`src/fsk_irq_defines.svh`:
```
// Constants for the status-flag and pin-routing block and its host end.
// Assumes inclusion by bare name from every file that needs them.
`ifndef FSK_IRQ_DEFINES_SVH
`define FSK_IRQ_DEFINES_SVH
// Device register offsets on the register link.
`define FSK_ADDR_W 7
`define FSK_OFS_FLAGS_ONE 7'h3E
`define FSK_OFS_FLAGS_TWO 7'h3F
`define FSK_OFS_ROUTE_LOW 7'h40
`define FSK_OFS_ROUTE_HIGH 7'h41
`define FSK_ROUTE_RESET 8'h00
`define FSK_ROUTE_HIGH_RSVD 8'h0E
`define FSK_ROUTE_HIGH_PRE 0
// Bit positions in status_flags_one.
`define FSK_B1_SETTLED 7
`define FSK_B1_RX 6
`define FSK_B1_TX 5
`define FSK_B1_LOCK 4
`define FSK_B1_RSSI 3
`define FSK_B1_TIMEOUT 2
`define FSK_B1_PRE 1
`define FSK_B1_SYNC 0
// Bit positions in status_flags_two.
`define FSK_B2_FULL 7
`define FSK_B2_VACANT 6
`define FSK_B2_LEVEL 5
`define FSK_B2_OVF 4
`define FSK_B2_SENT 3
`define FSK_B2_RECV 2
`define FSK_B2_CRC 1
`define FSK_B2_LOW 0
// Data queue.
`define FSK_FIFO_DEPTH 66
`define FSK_CNT_W 7
// Pin routing tables: 24 five-bit source indices, pin 0 code 0 in the top slot.
// Index 15..8 is status_flags_one, 7..0 status_flags_two, 16 is constant low.
`define FSK_MAP_PACKET {5'h02, 5'h01, 5'h10, 5'h10, 5'h05, 5'h06, 5'h07, 5'h10, \
   5'h07, 5'h10, 5'h10, 5'h10, 5'h06, 5'h0D, 5'h01, 5'h10, \
   5'h10, 5'h0C, 5'h0A, 5'h0B, 5'h10, 5'h0C, 5'h0F, 5'h10}
`define FSK_MAP_CONT {5'h08, 5'h0B, 5'h10, 5'h10, 5'h0C, 5'h10, 5'h10, 5'h10, \
   5'h10, 5'h10, 5'h10, 5'h10, 5'h0A, 5'h0B, 5'h10, 5'h0D, \
   5'h10, 5'h0C, 5'h0A, 5'h0B, 5'h10, 5'h0C, 5'h0E, 5'h0F}
`define FSK_SRC_ZERO 5'h10
// Host APB register map.
`define FSK_APB_CMD 8'h00
`define FSK_APB_STATUS 8'h04
`define FSK_APB_PINS 8'h08
`define FSK_CMD_WRITE 16
`endif

```
`src/fsk_pkg.sv`:
```
// Types shared by the device end and the host end.
// Assumes nothing beyond a SystemVerilog compiler.
package fsk_pkg;
   typedef enum logic [2:0] {fsk_sleep, fsk_standby, fsk_fs, fsk_rx, fsk_tx} fsk_op_type;
   typedef enum logic [1:0] {fsk_packet, fsk_continuous, fsk_long_range} fsk_data_type;
endpackage

```
`src/fsk_if.sv`:
```
// Register link and event pins between the device and its host.
// Assumes both ends run on the same pclk.
`timescale 1ns/10ps
`default_nettype none
interface fsk_if;
   logic [6:0] reg_addr;
   logic [7:0] reg_wdata;
   logic reg_wr;
   logic reg_rd;
   logic [7:0] reg_rdata;
   logic reg_ack;
   logic [5:0] event_pin;
   modport dev (input reg_addr, reg_wdata, reg_wr, reg_rd,
      output reg_rdata, reg_ack, event_pin);
   modport host (output reg_addr, reg_wdata, reg_wr, reg_rd,
      input reg_rdata, reg_ack, event_pin);
endinterface
`default_nettype wire

```
`src/fsk_irq_dev.sv`:
```
// Device end: status flags, data queue fill state and event pin routing.
// Assumes modem events arrive on pclk; only the supply comparator is asynchronous.
// Summary of operation
// - Mode settled on target state, cleared on change
// - Receive settled after chain done, drops leaving
// - Transmit settled after ramp, drops leaving transmit
// - Lock flag follows synthesizer in FS/RX/TX
// - Strength flag sets above limit, clears leaving/W1C
// - Timeout read-only, cleared leaving receive or emptying
// - Preamble flag sets on detect, W1C only
// - Sync flag; W1C only in continuous mode
// - Full flag while queue holds sixty-six bytes
// - Vacant flag while queue holds no bytes
// - Level flag when count exceeds threshold strictly
// - Overflow flag; writing one flushes the queue
// - Frame sent in transmit, cleared leaving transmit
// - Frame received after last byte, CRC gated
// - Check passed on good CRC, cleared emptying
// - Supply low latches until host writes one
// - Low route register: four selectors, reset zero
// - High route register: pins four, five
// - Selector meaning depends on data mode
// - High bit zero picks strength or preamble
//
// Local design decision: the APB interface to the registers.
`timescale 1ns/10ps
`default_nettype none
`include "fsk_irq_defines.svh"
module fsk_irq_dev
   import fsk_pkg::*;
#(
   parameter int FIFO_DEPTH = `FSK_FIFO_DEPTH
) (
   input wire logic pclk,
   input wire logic presetn,
   fsk_if.dev link,
   input wire fsk_op_type op_mode,
   input wire fsk_data_type data_mode,
   input wire logic osc_running,
   input wire logic synth_lock_in,
   input wire logic rssi_sampling,
   input wire logic rx_chain_done,
   input wire logic pa_ramp_done,
   input wire logic [7:0] signal_strength_value,
   input wire logic [7:0] signal_strength_limit,
   input wire logic timeout_evt,
   input wire logic preamble_evt,
   input wire logic sync_evt,
   input wire logic fifo_push,
   input wire logic fifo_pop,
   input wire logic [6:0] queue_threshold,
   input wire logic packet_done_evt,
   input wire logic last_byte_evt,
   input wire logic crc_ok_evt,
   input wire logic crc_on,
   input wire logic check_fail_keep,
   input wire logic supply_below,
   output logic fifo_flush,
   output logic [6:0] fifo_count
);
   localparam logic [`FSK_CNT_W-1:0] DEPTH = `FSK_CNT_W'(FIFO_DEPTH);
   localparam logic [119:0] MAP_PACKET = `FSK_MAP_PACKET;
   localparam logic [119:0] MAP_CONT = `FSK_MAP_CONT;

   // Source index for one pin and code; long-range events live elsewhere.
   function automatic logic [4:0] pin_src(input logic [2:0] pin, input logic [1:0] code,
      input fsk_data_type dm);
      logic [4:0] slot;
      slot = 5'(pin) * 5'h04 + 5'(code);
      unique case (dm)
         fsk_packet: pin_src = MAP_PACKET[7'(5'h17 - slot) * 7'h05 +: 5];
         fsk_continuous: pin_src = MAP_CONT[7'(5'h17 - slot) * 7'h05 +: 5];
         fsk_long_range: pin_src = `FSK_SRC_ZERO;
         default: pin_src = `FSK_SRC_ZERO;
      endcase
   endfunction

   fsk_op_type mode_prev_r;
   logic [7:0] flags_one_r, flags_one_nxt;
   logic [4:0] flags_two_r, flags_two_nxt;
   logic [7:0] route_low_r, route_high_r;
   logic [`FSK_CNT_W-1:0] count_r, count_nxt;
   logic supply_meta_r, supply_sync_r;
   logic [7:0] rdata_r;
   logic ack_r, flush_r;
   logic [5:0] pin_r, pin_nxt;

   ////////////////////////////////////////////////////////////////////////////////
   // Decode of mode, register writes and queue state.
   wire mode_chg = op_mode != mode_prev_r;
   wire in_rx = op_mode == fsk_rx;
   wire in_tx = op_mode == fsk_tx;
   wire in_synth = (op_mode == fsk_fs) | in_rx | in_tx;
   wire wr_one = link.reg_wr & (link.reg_addr == `FSK_OFS_FLAGS_ONE);
   wire wr_two = link.reg_wr & (link.reg_addr == `FSK_OFS_FLAGS_TWO);
   wire wr_low = link.reg_wr & (link.reg_addr == `FSK_OFS_ROUTE_LOW);
   wire wr_high = link.reg_wr & (link.reg_addr == `FSK_OFS_ROUTE_HIGH);
   wire [7:0] clr_one = wr_one ? link.reg_wdata : 8'h00;
   wire [7:0] clr_two = wr_two ? link.reg_wdata : 8'h00;
   wire flush = clr_two[`FSK_B2_OVF];
   wire q_full = count_r == DEPTH;
   wire q_vacant = count_r == '0;
   wire overrun = fifo_push & q_full & (op_mode != fsk_sleep);
   wire do_push = fifo_push & ~q_full;
   wire do_pop = fifo_pop & ~q_vacant;
   wire emptied = ~q_vacant & (count_nxt == '0);
   wire vacant_nxt = count_nxt == '0;

   // A flush beats any push or pop in the same cycle.
   assign count_nxt = flush ? '0 : count_r + `FSK_CNT_W'(do_push) - `FSK_CNT_W'(do_pop);

   wire settle_hit = (op_mode == fsk_sleep) | ((op_mode == fsk_standby) & osc_running) |
      ((op_mode == fsk_fs) & synth_lock_in) | (in_rx & rssi_sampling) |
      (in_tx & pa_ramp_done);
   wire recv_hit = in_rx & last_byte_evt & (~crc_on | check_fail_keep | crc_ok_evt);
   wire sync_clear = emptied | (clr_one[`FSK_B1_SYNC] & (data_mode == fsk_continuous));

   ////////////////////////////////////////////////////////////////////////////////
   // Next flag values; a setting event beats a write-one or queue-empty clear in the same cycle, but a mode change or leaving the mode wins.
   assign flags_one_nxt[`FSK_B1_SETTLED] = ~mode_chg & (flags_one_r[`FSK_B1_SETTLED] |
      settle_hit);
   assign flags_one_nxt[`FSK_B1_RX] = in_rx & (flags_one_r[`FSK_B1_RX] | rx_chain_done);
   assign flags_one_nxt[`FSK_B1_TX] = in_tx & (flags_one_r[`FSK_B1_TX] | pa_ramp_done);
   assign flags_one_nxt[`FSK_B1_LOCK] = in_synth & synth_lock_in;
   assign flags_one_nxt[`FSK_B1_RSSI] = in_rx & ((flags_one_r[`FSK_B1_RSSI] &
      ~clr_one[`FSK_B1_RSSI]) | (signal_strength_value > signal_strength_limit));
   assign flags_one_nxt[`FSK_B1_TIMEOUT] = in_rx & ((flags_one_r[`FSK_B1_TIMEOUT] &
      ~emptied) | timeout_evt);
   assign flags_one_nxt[`FSK_B1_PRE] = (flags_one_r[`FSK_B1_PRE] & ~clr_one[`FSK_B1_PRE]) |
      preamble_evt;
   assign flags_one_nxt[`FSK_B1_SYNC] = in_rx & ((flags_one_r[`FSK_B1_SYNC] & ~sync_clear) |
      sync_evt);
   assign flags_two_nxt[`FSK_B2_OVF] = (flags_two_r[`FSK_B2_OVF] & ~flush) | overrun;
   assign flags_two_nxt[`FSK_B2_SENT] = in_tx & (flags_two_r[`FSK_B2_SENT] |
      packet_done_evt);
   assign flags_two_nxt[`FSK_B2_RECV] = recv_hit | (flags_two_r[`FSK_B2_RECV] &
      ~vacant_nxt);
   assign flags_two_nxt[`FSK_B2_CRC] = (in_rx & crc_ok_evt) | (flags_two_r[`FSK_B2_CRC] &
      ~vacant_nxt);
   assign flags_two_nxt[`FSK_B2_LOW] = (flags_two_r[`FSK_B2_LOW] & ~clr_two[`FSK_B2_LOW]) |
      supply_sync_r;

   // Queue fill flags are decoded from the live count.
   wire [7:0] flags_two_view = {q_full, q_vacant, count_r > queue_threshold, flags_two_r};

   ////////////////////////////////////////////////////////////////////////////////
   // Register read path.
   wire [7:0] rd_mux = (link.reg_addr == `FSK_OFS_FLAGS_ONE) ? flags_one_r :
      (link.reg_addr == `FSK_OFS_FLAGS_TWO) ? flags_two_view :
      (link.reg_addr == `FSK_OFS_ROUTE_LOW) ? route_low_r :
      (link.reg_addr == `FSK_OFS_ROUTE_HIGH) ? route_high_r : 8'h00;

   ////////////////////////////////////////////////////////////////////////////////
   // Event pin routing.
   wire [11:0] sel_all = {route_low_r, route_high_r[7:4]};
   wire [7:0] one_routed = {flags_one_r[7:4], route_high_r[`FSK_ROUTE_HIGH_PRE] ?
      flags_one_r[`FSK_B1_PRE] : flags_one_r[`FSK_B1_RSSI], flags_one_r[2:0]};
   wire [16:0] src_vec = {1'b0, one_routed, flags_two_view};

   always_comb begin
      for (int i = 0; i < 6; i++) begin
         pin_nxt[i] = src_vec[pin_src(3'(i), sel_all[11 - 2 * i -: 2], data_mode)];
      end
   end

   ////////////////////////////////////////////////////////////////////////////////
   // Supply comparator is analog and asynchronous, so it is synchronised first.
   always_ff @(posedge pclk or negedge presetn) begin
      if (!presetn) begin
         supply_meta_r <= 1'b0;
         supply_sync_r <= 1'b0;
      end else begin
         supply_meta_r <= supply_below;
         supply_sync_r <= supply_meta_r;
      end
   end

   always_ff @(posedge pclk or negedge presetn) begin
      if (!presetn) begin
         mode_prev_r <= fsk_sleep;
         flags_one_r <= 8'h00;
         flags_two_r <= 5'h00;
         count_r <= '0;
      end else begin
         mode_prev_r <= op_mode;
         flags_one_r <= flags_one_nxt;
         flags_two_r <= flags_two_nxt;
         count_r <= count_nxt;
      end
   end

   always_ff @(posedge pclk or negedge presetn) begin
      if (!presetn) begin
         route_low_r <= `FSK_ROUTE_RESET;
         route_high_r <= `FSK_ROUTE_RESET;
      end else begin
         if (wr_low) begin
            route_low_r <= link.reg_wdata;
         end
         if (wr_high) begin
            route_high_r <= link.reg_wdata;
         end
      end
   end

   always_ff @(posedge pclk or negedge presetn) begin
      if (!presetn) begin
         rdata_r <= 8'h00;
         ack_r <= 1'b0;
         flush_r <= 1'b0;
         pin_r <= 6'h00;
      end else begin
         if (link.reg_rd) begin
            rdata_r <= rd_mux;
         end
         ack_r <= link.reg_wr | link.reg_rd;
         flush_r <= flush;
         pin_r <= pin_nxt;
      end
   end

   assign link.reg_rdata = rdata_r;
   assign link.reg_ack = ack_r;
   assign link.event_pin = pin_r;
   assign fifo_flush = flush_r;
   assign fifo_count = count_r;
endmodule
`default_nettype wire

```
`src/flat_wrapper.sv`:
```
// flat-port wrapper written by rule: the top's interface ports become plain ports
module fsk_irq_dev_flat import fsk_pkg::*;
#(
   parameter int FIFO_DEPTH = `FSK_FIFO_DEPTH
)
  (pclk, presetn, op_mode, data_mode, osc_running, synth_lock_in, rssi_sampling, rx_chain_done, pa_ramp_done, signal_strength_value, signal_strength_limit, timeout_evt, preamble_evt, sync_evt, fifo_push, fifo_pop, queue_threshold, packet_done_evt, last_byte_evt, crc_ok_evt, crc_on, check_fail_keep, supply_below, fifo_flush, fifo_count, link_reg_addr, link_reg_wdata, link_reg_wr, link_reg_rd, link_reg_rdata, link_reg_ack, link_event_pin);
  fsk_if link_i ();
  input wire logic pclk;
  input wire logic presetn;
  input wire fsk_op_type op_mode;
  input wire fsk_data_type data_mode;
  input wire logic osc_running;
  input wire logic synth_lock_in;
  input wire logic rssi_sampling;
  input wire logic rx_chain_done;
  input wire logic pa_ramp_done;
  input wire logic [7:0] signal_strength_value;
  input wire logic [7:0] signal_strength_limit;
  input wire logic timeout_evt;
  input wire logic preamble_evt;
  input wire logic sync_evt;
  input wire logic fifo_push;
  input wire logic fifo_pop;
  input wire logic [6:0] queue_threshold;
  input wire logic packet_done_evt;
  input wire logic last_byte_evt;
  input wire logic crc_ok_evt;
  input wire logic crc_on;
  input wire logic check_fail_keep;
  input wire logic supply_below;
  output logic fifo_flush;
  output logic [6:0] fifo_count;
  input wire logic [$bits(link_i.reg_addr)-1:0] link_reg_addr;
  input wire logic [$bits(link_i.reg_wdata)-1:0] link_reg_wdata;
  input wire logic [$bits(link_i.reg_wr)-1:0] link_reg_wr;
  input wire logic [$bits(link_i.reg_rd)-1:0] link_reg_rd;
  output wire logic [$bits(link_i.reg_rdata)-1:0] link_reg_rdata;
  output wire logic [$bits(link_i.reg_ack)-1:0] link_reg_ack;
  output wire logic [$bits(link_i.event_pin)-1:0] link_event_pin;
  assign link_i.reg_addr = link_reg_addr;
  assign link_i.reg_wdata = link_reg_wdata;
  assign link_i.reg_wr = link_reg_wr;
  assign link_i.reg_rd = link_reg_rd;
  assign link_reg_rdata = link_i.reg_rdata;
  assign link_reg_ack = link_i.reg_ack;
  assign link_event_pin = link_i.event_pin;
  fsk_irq_dev #(.FIFO_DEPTH(FIFO_DEPTH)) u_core (.pclk(pclk), .presetn(presetn), .link(link_i), .op_mode(op_mode), .data_mode(data_mode), .osc_running(osc_running), .synth_lock_in(synth_lock_in), .rssi_sampling(rssi_sampling), .rx_chain_done(rx_chain_done), .pa_ramp_done(pa_ramp_done), .signal_strength_value(signal_strength_value), .signal_strength_limit(signal_strength_limit), .timeout_evt(timeout_evt), .preamble_evt(preamble_evt), .sync_evt(sync_evt), .fifo_push(fifo_push), .fifo_pop(fifo_pop), .queue_threshold(queue_threshold), .packet_done_evt(packet_done_evt), .last_byte_evt(last_byte_evt), .crc_ok_evt(crc_ok_evt), .crc_on(crc_on), .check_fail_keep(check_fail_keep), .supply_below(supply_below), .fifo_flush(fifo_flush), .fifo_count(fifo_count));
endmodule
```
`config.mk`:
```
export PLATFORM = sky130hd
export DESIGN_NAME = fsk_irq_dev_flat
export DESIGN_NICKNAME = d
export VERILOG_FILES = /design/src/fsk_pkg.sv /design/src/fsk_if.sv /design/src/fsk_irq_dev.sv /design/src/flat_wrapper.sv
export VERILOG_INCLUDE_DIRS = /design/src /design/src/src
export SDC_FILE = /design/constraint.sdc
export NUM_CORES = 1
export LEC_CHECK = 0
export ABC_AREA = 1
export BUFFER_PORTS_ARGS = -buffer_cell sky130_fd_sc_hd__clkbuf_2
export CORE_UTILIZATION = 63
export CTS_CLUSTER_DIAMETER = 80
export CTS_CLUSTER_SIZE = 20
export DETAILED_ROUTE_END_ITERATION = 10
export HOLD_SLACK_MARGIN = 0.05
export PLACE_DENSITY = 0.93
export SYNTH_ARGS = -nofsm -noshare
export SYNTH_HDL_FRONTEND = slang
export SYNTH_SLANG_ARGS = --single-unit
```
`constraint.sdc`:
```
create_clock -name pclk -period 5.52 [get_ports pclk]
set_input_delay 0.828 -clock pclk [delete_from_list [all_inputs] [get_ports pclk]]
set_output_delay 0.828 -clock pclk [all_outputs]
set_load 0.005 [all_outputs]
```
# --- Word-level counts from Yosys, hierarchy flattened ---
# Cells that the tools add are included.
# Widths: inputs -> output; s select.
classes:
  n_addsub: 13
  mul: 6
  order_cmp: 8
  eq_ne: 11
  shifts: 12
  muxes: 26
  bitwise: 66
  n_reduce_logical: 5
op_table:
  columns: ["cell", "count"]
  rows:
  - ["$shiftx 120x8->5 const A", 12]
  - ["$pmux 5 s2", 6]
  - ["$mul 7x3->7 const B", 6]
  - ["$lt 5x6->1 const B", 6]
  - ["$and 1x1->1", 33]
  - ["$mux 8", 4]
  - ["$bmux 1 s5", 6]
  - ["$sub 5x5->6 const A", 5]
  - ["$or 1x1->1", 22]
  - ["$eq 7x7->1 const B", 3]
  - ["$eq 7x6->1 const B", 2]
  - ["$logic_not 7->1", 2]
  - ["$not 1->1", 11]
  - ["$add 4x2->5 const A", 2]
  - ["$add 5x2->5 const A", 2]
  - ["$gt 8x8->1", 1]
  - ["$add 7x1->7", 1]
  - ["$gt 7x7->1", 1]
  - ["$mux 1", 7]
  - ["$mux 7", 1]
  - ["$sub 7x1->7", 1]
  - ["$eq 3x2->1 const B", 2]
  - ["$sub 5x2->6 const A", 1]
  - ["$mux 5", 1]
  - ["other kinds (9)", 9]
word_totals:
  regBits: 57
  inputBits: 63
  out_inout_bits: 23
  wordCells: 159

# --- Longest topological paths before layout ---
# Gate-level depths: netlist (run 1).
depth:
  depth_word: 13
  ltp_mapped: 21

# --- Least setup slack after synthesis (run 1) ---
# OpenSTA, ideal clock, no wires.
synth_path:
  path_type: "reg-to-reg"
  from: "register u_core.count_r[2], in the netlist u_core.fifo_count[2]"
  to: "register u_core.flags_two_r[1]"
  setup_time_ns: 0.128
  t_arrival_ns: 2.848
  required_ns: 5.392
  path_slack_ns: 2.544
  path_stages_with_launch: 17
  path_buffers: 0
  path_cell_list: "dfrtp_1 -> inv_1 -> ha_1 -> nand3_1 -> nor3_1 -> nor2_1 -> ha_1 -> inv_1 -> ha_1 -> fa_1 -> nand3_1 -> o211ai_1 -> or2_2 -> nand3_1 -> nand2_1 -> nor3b_1 -> o21ai_0"
synth_between:
  elab_chain_len: 10
  word_cells_on_any_way: 13
synth_lines:
  columns: ["item", "line_no", "text"]
  rows:
  - ["start, declared", "fsk_irq_dev.sv:82", "logic [`FSK_CNT_W-1:0] count_r, count_nxt;"]
  - ["start signal, assigned", "fsk_irq_dev.sv:188", "count_r <= count_nxt;"]
  - ["$eq 7x7->1", "fsk_irq_dev.sv:101", "wire q_full = count_r == DEPTH;"]
  - ["$not 1->1", "fsk_irq_dev.sv:104", "wire do_push = fifo_push & ~q_full;"]
  - ["$and 1x1->1", "fsk_irq_dev.sv:104", null]
  - ["$add 7x1->7", "fsk_irq_dev.sv:110", "assign count_nxt = flush ? '0 : count_r + `FSK_CNT_W'(do_push) - `FSK_CNT_W'(do_pop);"]
  - ["$sub 7x1->7 (*)", "fsk_irq_dev.sv:110", null]
  - ["$mux 7 (*)", "fsk_irq_dev.sv:110", null]
  - ["$logic_not 7->1 (*)", "fsk_irq_dev.sv:107", "wire vacant_nxt = count_nxt == '0;"]
  - ["$not 1->1 (*)", "fsk_irq_dev.sv:139", "~vacant_nxt);"]
  - ["$and 1x1->1 (*)", "fsk_irq_dev.sv:138", "assign flags_two_nxt[`FSK_B2_CRC] = (in_rx & crc_ok_evt) | (flags_two_r[`FSK_B2_CRC] &"]
  - ["$or 1x1->1 (*)", "fsk_irq_dev.sv:138", null]
  - ["via u_core.flags_two_nxt[1]", "fsk_irq_dev.sv:80", "logic [4:0] flags_two_r, flags_two_nxt;"]
  - ["end signal, assigned", "fsk_irq_dev.sv:187", "flags_two_r <= flags_two_nxt;"]
  - ["end, declared", "fsk_irq_dev.sv:80", null]
# The timed path passes the listed nets; every way through them passes the cells marked *.
# A chain may end at the register's enable or synchronous reset.

# --- Worst setup path after layout (run 1) ---
layout_path:
  from: "register u_core.count_r[3], in the netlist u_core.fifo_count[3]"
  to: "register u_core.flags_one_r[0]"
layout_between:
  elab_chain_len: 13
  word_cells_on_any_way: 16
layout_lines:
  columns: ["item", "line_no", "text"]
  rows:
  - ["$eq 7x7->1", "fsk_irq_dev.sv:101", null]
  - ["$not 1->1", "fsk_irq_dev.sv:104", null]
  - ["$and 1x1->1", "fsk_irq_dev.sv:104", null]
  - ["$add 7x1->7", "fsk_irq_dev.sv:110", null]
  - ["$sub 7x1->7 (*)", "fsk_irq_dev.sv:110", null]
  - ["$mux 7 (*)", "fsk_irq_dev.sv:110", null]
  - ["via u_core.count_nxt[6]", "fsk_irq_dev.sv:82", null]
  - ["$logic_not 7->1 (*)", "fsk_irq_dev.sv:106", "wire emptied = ~q_vacant & (count_nxt == '0);"]
  - ["$and 1x1->1 (*)", "fsk_irq_dev.sv:106", null]
  - ["$or 1x1->1 (*)", "fsk_irq_dev.sv:116", "wire sync_clear = emptied | (clr_one[`FSK_B1_SYNC] & (data_mode == fsk_continuous));"]
  - ["$not 1->1 (*)", "fsk_irq_dev.sv:131", "assign flags_one_nxt[`FSK_B1_SYNC] = in_rx & ((flags_one_r[`FSK_B1_SYNC] & ~sync_clear) |"]
  - ["$and 1x1->1 (*)", "fsk_irq_dev.sv:131", null]
  - ["$or 1x1->1 (*)", "fsk_irq_dev.sv:131", null]
  - ["$and 1x1->1 (*)", "fsk_irq_dev.sv:131", null]
  - ["via u_core.flags_one_nxt[0]", "fsk_irq_dev.sv:79", "logic [7:0] flags_one_r, flags_one_nxt;"]
  - ["end signal, assigned", "fsk_irq_dev.sv:186", "flags_one_r <= flags_one_nxt;"]
  - ["end, declared", "fsk_irq_dev.sv:79", null]
# Marked as above.

==> qor.yml, run 1 <==
first_pass_iters: 5
final_common_cell: "nand2_1"
min_path_cells: 0
switching_share: 0.4486
seq_power_share: 0.304
synth_ff_type: "dfrtp_1"
cts_sinks: 57
min_to: "u_core.supply_sync_r"
clock_latency_ns: 0.36
min_period_over_period: 0.6668
finalNetCount: 975
combPwrFrac: 0.467
fmax_ghz: 0.2717
vias: 5869
diodes: 0
initial_core_util: 0.6522
r2r_slack_ns: 1.84
grt_overflow: 0
hpwl_um: 12430
post_cts_resized: 0
antenna_found_initial: 0
hp-start: "u_core.supply_meta_r"
p_per_area_nw_per_um2: 302.6
synth_area_per_cell_um2: 6.951
min_period_ns: 3.681
yosysWarnings: 0
crit_required_ns: 5.80
outcome: "complete, no violations"
route.detailed.wl_per_inst_um: 17.01
maxCapViolCount: 0
startpoint_type: "flop"
syn_area_um2: 5359
slew-limit-headroom: 0.3841
drtIter0Drc: 561
gp_congestion: 0.9578
syn-instance-count: 771
finClkSkew_ns: 0.01564
grt_pass1_wl_um: 26120
cts_made_buffers: 9
switchingPower_mw: 0.8181
rows: 33
setup_violations: 0
postCtsSetupBuffers: 0
rsz0062_at_grt: "false"
synth.largest_area_cell: "dfrtp_1"
synthToLayoutAreaGrowth_pct: 12.47
pwr-share-clk: 0.229
detail-route-antenna-nets: 0
synth_nets: 895
rr_worst_depth: 20
hold_viol_final: 0
layout_common_cells: "nand2_1 (138), inv_1 (116), nand3_1 (89)"
vias_per_cell: 6.107
cts_tree: "built"
h-tree-depth: 3
cts_buffer_depth: 2
grt_max_degree: 58
grt_pass1_vias: 5547
maxSlewViolCount: 0
ir_worst_vdd_v: 0.0001787
p_total_mw: 1.824
setup_tns_ns: 0
synth_area_leaders: "dfrtp_1 (27%), ha_1 (14%), nand2_1 (9.7%)"
reg2reg_to: "u_core.flags_one_r[0]"
clkTransAtPathRegs_ns: 0.09
min-delay-path-class: "flop to flop"
ys_seq_area_frac: 0.2662
die_h_um: 94.23
drc: 0
netlist-cell-type-count: 47
synthArstFlopShare: 1.000
crit-reg2reg-launch: "u_core.fifo_count[3]"
p_int_mw: 1.006
track_usage: 0.3843
synth_seq_cells: 57
end_kind: "flop"
cp_max_fo: 5
tightest_slew_ns: 0.9176
drive_gt1_frac: 0.1519
die-area_um2: 8879
wl_um: 16340
path_class: "flop to flop"
synth.top_cell.area_share: 0.2662
die_w_um: 94.23
synth_edf_count: 0
port_buffers: 85
p_leak_nw: 3.166
io_pins: 86
cts-root-buf: "clkbuf_8"
core_um2: 8217
hold_buffers: 0
arrival_ns: 3.96
[metal layers]
layer | up-vias | part of all wire | global-route usage
met5 | - | 0 | 0.02564
met4 | 0 | 0.033 | 0.1628
met3 | 55 | 0.081 | 0.07443
met2 | 326 | 0.49 | 0.6636
met1 | 2723 | 0.39 | 0.4601
li1 | 2765 | - | -
[power groups by stage]
| stage | sequential [mW] | clock [mW] | combinational (mW) |
|---|---|---|---|
| 2_1_floorplan | 0.537 | 0 | 0.596 |
| 3_3_place_gp | 0.556 | 0 | 0.779 |
| 3_5_place_dp | 0.558 | 0 | 0.829 |
| 4_1_cts | 0.550 | 0.417 | 0.837 |
| 5_1_grt | 0.558 | 0.434 | 0.964 |
| 6_report | 0.554 | 0.418 | 0.852 |
[flip-flops by register name (all words and copies together), names as in the netlist, 3 cells and up]
name,count
u_core.link.reg_rdata,8
u_core.flags_one_r,8
u_core.route_high_r,8
u_core.fifo_count,7
u_core.mode_prev_r,3
u_core.flags_two_r,5
u_core.route_low_r,8
u_core.link.event_pin,6
[area by class of cell]
class	instances	area (um2)
tap	105	131.4
fill	639	2190
multi-input combinational	574	3373
sequential	57	1426
inverter	123	461.7
clock inverter	7	77.57
clock buffer	9	123.9
timing repair buffer	86	432.9
[logic make-up after synthesis]
logic type | count (synthesis) | synth area share
buffers and inverters | 140 | 0.1044
XOR/XNOR | 6 | 0.009806
multiplexers | 7 | 0.01448
flip-flops | 57 | 0.2662
AO/OA/AOI/OAI | 187 | 0.2041
AND/OR/NAND/NOR | 313 | 0.2573
adder cells (fa/ha/maj) | 61 | 0.1438
[stage by stage]
stage | hold WS [ns] | util | instances | setup WS, ns | cell area, um2
floorplan | 0.3312 | - | 771 | 2.544 | 5359
global placement | 0.3341 | 0.7090 | 945 | 1.982 | 5826
detailed placement | 0.3516 | 0.7090 | 945 | 1.812 | 5826
CTS | 0.3596 | 0.7335 | 961 | 1.889 | 6027
global route | 0.3623 | 0.7335 | 961 | 1.586 | 6027
finish | 0.3558 | 0.7335 | 961 | 1.839 | 6027
[critical path, stage by stage, from the launching register on]
cell      delay (ns)
dfrtp_1         0.44
inv_1           0.10
ha_1            0.15
nand3_1         0.10
nor3_1          0.56
nor2_1          0.09
ha_1            0.30
inv_1           0.04
ha_1            0.21
fa_1            0.41
nand3_1         0.10
o211ai_1        0.09
nand2_1         0.10
a21oi_1         0.08
o21bai_1        0.12
inv_1           0.06
nor2_1          0.17
nor2_1          0.08
nand3_1         0.14
nand2_1         0.08
a21oi_1         0.15
[synth_stat cells (all sizes together), types with 3 or more instances]
master    n
nor2     53
buf      14
nor3     12
a31oi     5
dfrtp    57
a21oi    63
o21ai    66
nand3    91
or2       7
inv     122
o211ai   23
xnor2     4
mux2      6
o22ai    12
nand4     3
nand3b    3
clkbuf    3
ha       60
a221oi    3
nand2   142
[worst max-delay path by stage]
| stage | start | endpoint | cells after the start | slack (ns) |
|---|---|---|---|---|
| floorplan | u_core.fifo_count[2] | u_core.flags_two_r[1] | 16 | 2.54 |
| global placement | data_mode[1] | u_core.link.event_pin[2] | 19 | 1.98 |
| detailed placement | data_mode[1] | u_core.link.event_pin[2] | 19 | 1.81 |
| CTS | u_core.fifo_count[3] | u_core.flags_one_r[0] | 20 | 1.89 |
| global route | u_core.fifo_count[3] | u_core.flags_one_r[0] | 20 | 1.59 |
| finish | u_core.fifo_count[3] | u_core.flags_one_r[0] | 20 | 1.84 |
(Power assumes the default switching activity.)
==> run 2: changes to the inputs <==
- ABC_AREA: 1 -> 0
- CORE_UTILIZATION: 63 -> 53
- PLACE_DENSITY: 0.93 -> 0.84
- clock period: 5.52 -> 3 ns (I/O delays scaled with it)
==> qor.yml, run 2 <==
die_w_um: 102.4  # +8.7%
initial_core_util: 0.5465  # -0.1057
synth_area_per_cell_um2: 9.178  # +32%
grt_overflow: 0  # unchanged
cp_common_cell: "a21oi_4"
slew-limit-headroom: 0.4650  # +0.08085
port_buffers: 85  # unchanged
multi_input_area_um2: 3935  # +17%
fmax_ghz: 0.2985  # +9.9%
setup_tns_ns: -1.599  # -1.599 ns
synth_area_leaders: "dfrtp_1 (27%), ha_1 (14%), mux4_2 (5.5%)"
synth.largest_area_cell: "dfrtp_1"
cts_made_buffers: 9  # unchanged
die_h_um: 102.4  # +8.7%
fillerInstances: 678  # +6.1%
h-tree-depth: 3  # unchanged
rows: 36  # +9.1%
worst_slack_ns: -0.3499  # -2.189 ns
p_leak_nw: 3.183  # +0.55%
track_usage: 0.3425  # -0.04173
final_common_cell: "clkbuf_2"
layout_common_cells: "clkbuf_2 (85), buf_4 (65), dfrtp_1 (56)"
p_total_mw: 4.484  # +150%
synth_common_cells: "ha_1 (60), dfrtp_1 (57), inv_1 (46), o21ai_0 (44), a21oi_1 (36)"
clkTransAtPathRegs_ns: 0.08  # about the same
core_um2: 9774  # +19%
first_pass_iters: 6  # +1
final_core_util: 0.7203  # -0.01321
crit_required_ns: 3.26  # -2.54 ns
arrival_ns: 3.61  # -0.35 ns
yosysWarnings: 0  # unchanged
ys_seq_area_frac: 0.2670  # +0.0008729
diodes: 0  # unchanged
ir_worst_vdd_v: 0.0006369  # +260%
tightest_slew_ns: 0.8025  # -0.1151 ns
placed_cells: 823  # -13%
die-area_um2: 10480  # +18%
min_period_ns: 3.350  # -0.3311 ns
syn_area_um2: 5341  # -0.33%
yosysMostFrequentCell: "ha_1"
antenna_found_initial: 0  # unchanged
drive_gt1_frac: 0.3717  # +0.2199
startpoint_type: "flop"
drc: 0  # unchanged
placed_area_um2: 6349  # +9.0%
cp_max_fo: 5  # unchanged
slowest_delay_ns: 0.40  # -0.16 ns
synth.top_cell.area_share: 0.2670  # +0.0008729
maxCapViolCount: 0  # unchanged
syn-instance-count: 582  # -25%
synth_edf_count: 0  # unchanged
finClkSkew_ns: 0.01211  # -0.003524 ns
violations: "setup timing"
crit-reg2reg-launch: "u_core.fifo_count[3]"
io_pins: 86  # unchanged
vias_per_cell: 6.470  # +5.9%
maxSlewViolCount: 0  # unchanged
min-delay-path-class: "input port to async pin"
hold_viol_final: 0  # unchanged
gp_congestion: 0.9277  # -3.1%
hpwl_um: 11670  # -6.1%
grt_max_degree: 35  # -40%
cp_slowest_cell: "dfrtp_1"
rsz0062_at_grt: "true"
outcome: "complete, but fails checks"
netlist-cell-type-count: 69  # +47%
detail-route-antenna-nets: 0  # unchanged
cts_sinks: 57  # unchanged
route.detailed.wl_per_inst_um: 21.05  # +24%
min_period_over_period: 1.117  # +0.4498
synth_nets: 706  # -21%
design_area_um2: 7041  # +17%
synthToLayoutAreaGrowth_pct: 31.81
cp_cell_sequence: "inv_2 -> ha_4 -> nand2_4 -> nor4_4 -> nor2b_1 -> ha_1 -> inv_1 -> ha_2 -> fa_2 -> a21oi_4 -> o21bai_4 -> a21oi_2 -> nor2_1 -> or3_4 -> a21oi_4 -> nor4_2 -> nor3_1"
vias: 5577  # -5.0%
grt_pass1_vias: 5398  # -2.7%
cts_buffer_depth: 2  # unchanged
synthArstFlopShare: 1.000  # unchanged
finalNetCount: 848  # -13%
setup_violations: 5  # +5
r2r_slack_ns: -0.35  # -2.19 ns
stdcell_count: 862  # -10%
clock_latency_ns: 0.35  # about the same
cts_tree: "built"
end_kind: "flop"
drtIter0Drc: 571  # +1.8%
register_area_um2: 1428  # about the same
crit_start: "u_core.fifo_count[3]"
synth_ff_type: "dfrtp_1"
cts-root-buf: "clkbuf_8"
wl_um: 18150  # +11%
path_class: "flop to flop"
grt_pass1_wl_um: 27170  # +4.0%
synth_seq_cells: 57  # unchanged
p_per_area_nw_per_um2: 636.9  # +110%
[run 2: final cells by class]
cell class | instances | area share
Timing Repair Buffer | 160 | 0.1555
Multi-Input combinational cell | 447 | 0.5589
Clock buffer | 10 | 0.01955
Inverter | 49 | 0.02683
Sequential cell | 57 | 0.2028
Clock inverter | 6 | 0.01280
Tap cell | 133 | 0.02364
[run 2: critical path, delay by kind of cell (launching register included)]
family,cells,cell delay [ns]
DFF,1,0.40
adders and majority gates,4,1.02
buffers and inverters,2,0.14
AOI/OAI and AO/OA,4,0.67
and+or+nand+nor,7,1.04
[run 2: cell families (layout without fill, tap and decap cells)]
group	count (synthesis)	count (layout)	share of synthesized area
compound gates	167	167	0.2162
simple gates	150	150	0.1518
buf+inv	78	225	0.05786
fa+ha+maj	61	61	0.1443
mux	60	60	0.1480
flops	57	57	0.2670
xor+xnor	9	9	0.01476
[run 2: stage by stage]
step	hold WS, ns	setup slack [ns]
2_1_floorplan	0.1544	-0.3249
3_3_place_gp	0.3365	-0.1249
3_5_place_dp	0.3362	-0.3108
4_1_cts	0.1778	-0.2112
5_1_grt	0.1974	-0.5149
6_report	0.1664	-0.3499
[run 2: what timing repair did]
item / CTS / global route
hold buffers: 0 / 0
setup buffers: 15 / 7
setup endpoints to repair: 7 / 7
gates resized for setup: 27 / 23
gates cloned: 1 / 0
pin swaps: 21 / 12
[run 2: per-layer routing]
layer | GRT usage | share of wire
met1 | 0.4230 | 0.37
met2 | 0.5658 | 0.48
met5 | 0 | 0
met3 | 0.06840 | 0.091
met4 | 0.1824 | 0.057
[run 2: where the power goes]
part	switching (mW)	leakage, nW	internal, mW	total, mW
registers	0.140	0.717	0.883	1.02
logic	1.33	2.35	1.27	2.60
clock network	0.367	0.113	0.493	0.861
total	1.84	3.18	2.65	4.48
[run 2: worst paths after layout]
path	depth (start not counted)	to
worst min register to register	0	u_core.supply_sync_r
worst min-delay path	1	u_core.link.event_pin[3]
worst max register to register	17	u_core.flags_one_r[2]
max in group asynchronous	2	u_core.link.event_pin[5]
worst max-delay path	17	u_core.flags_one_r[2]
min in group pclk	1	u_core.supply_meta_r
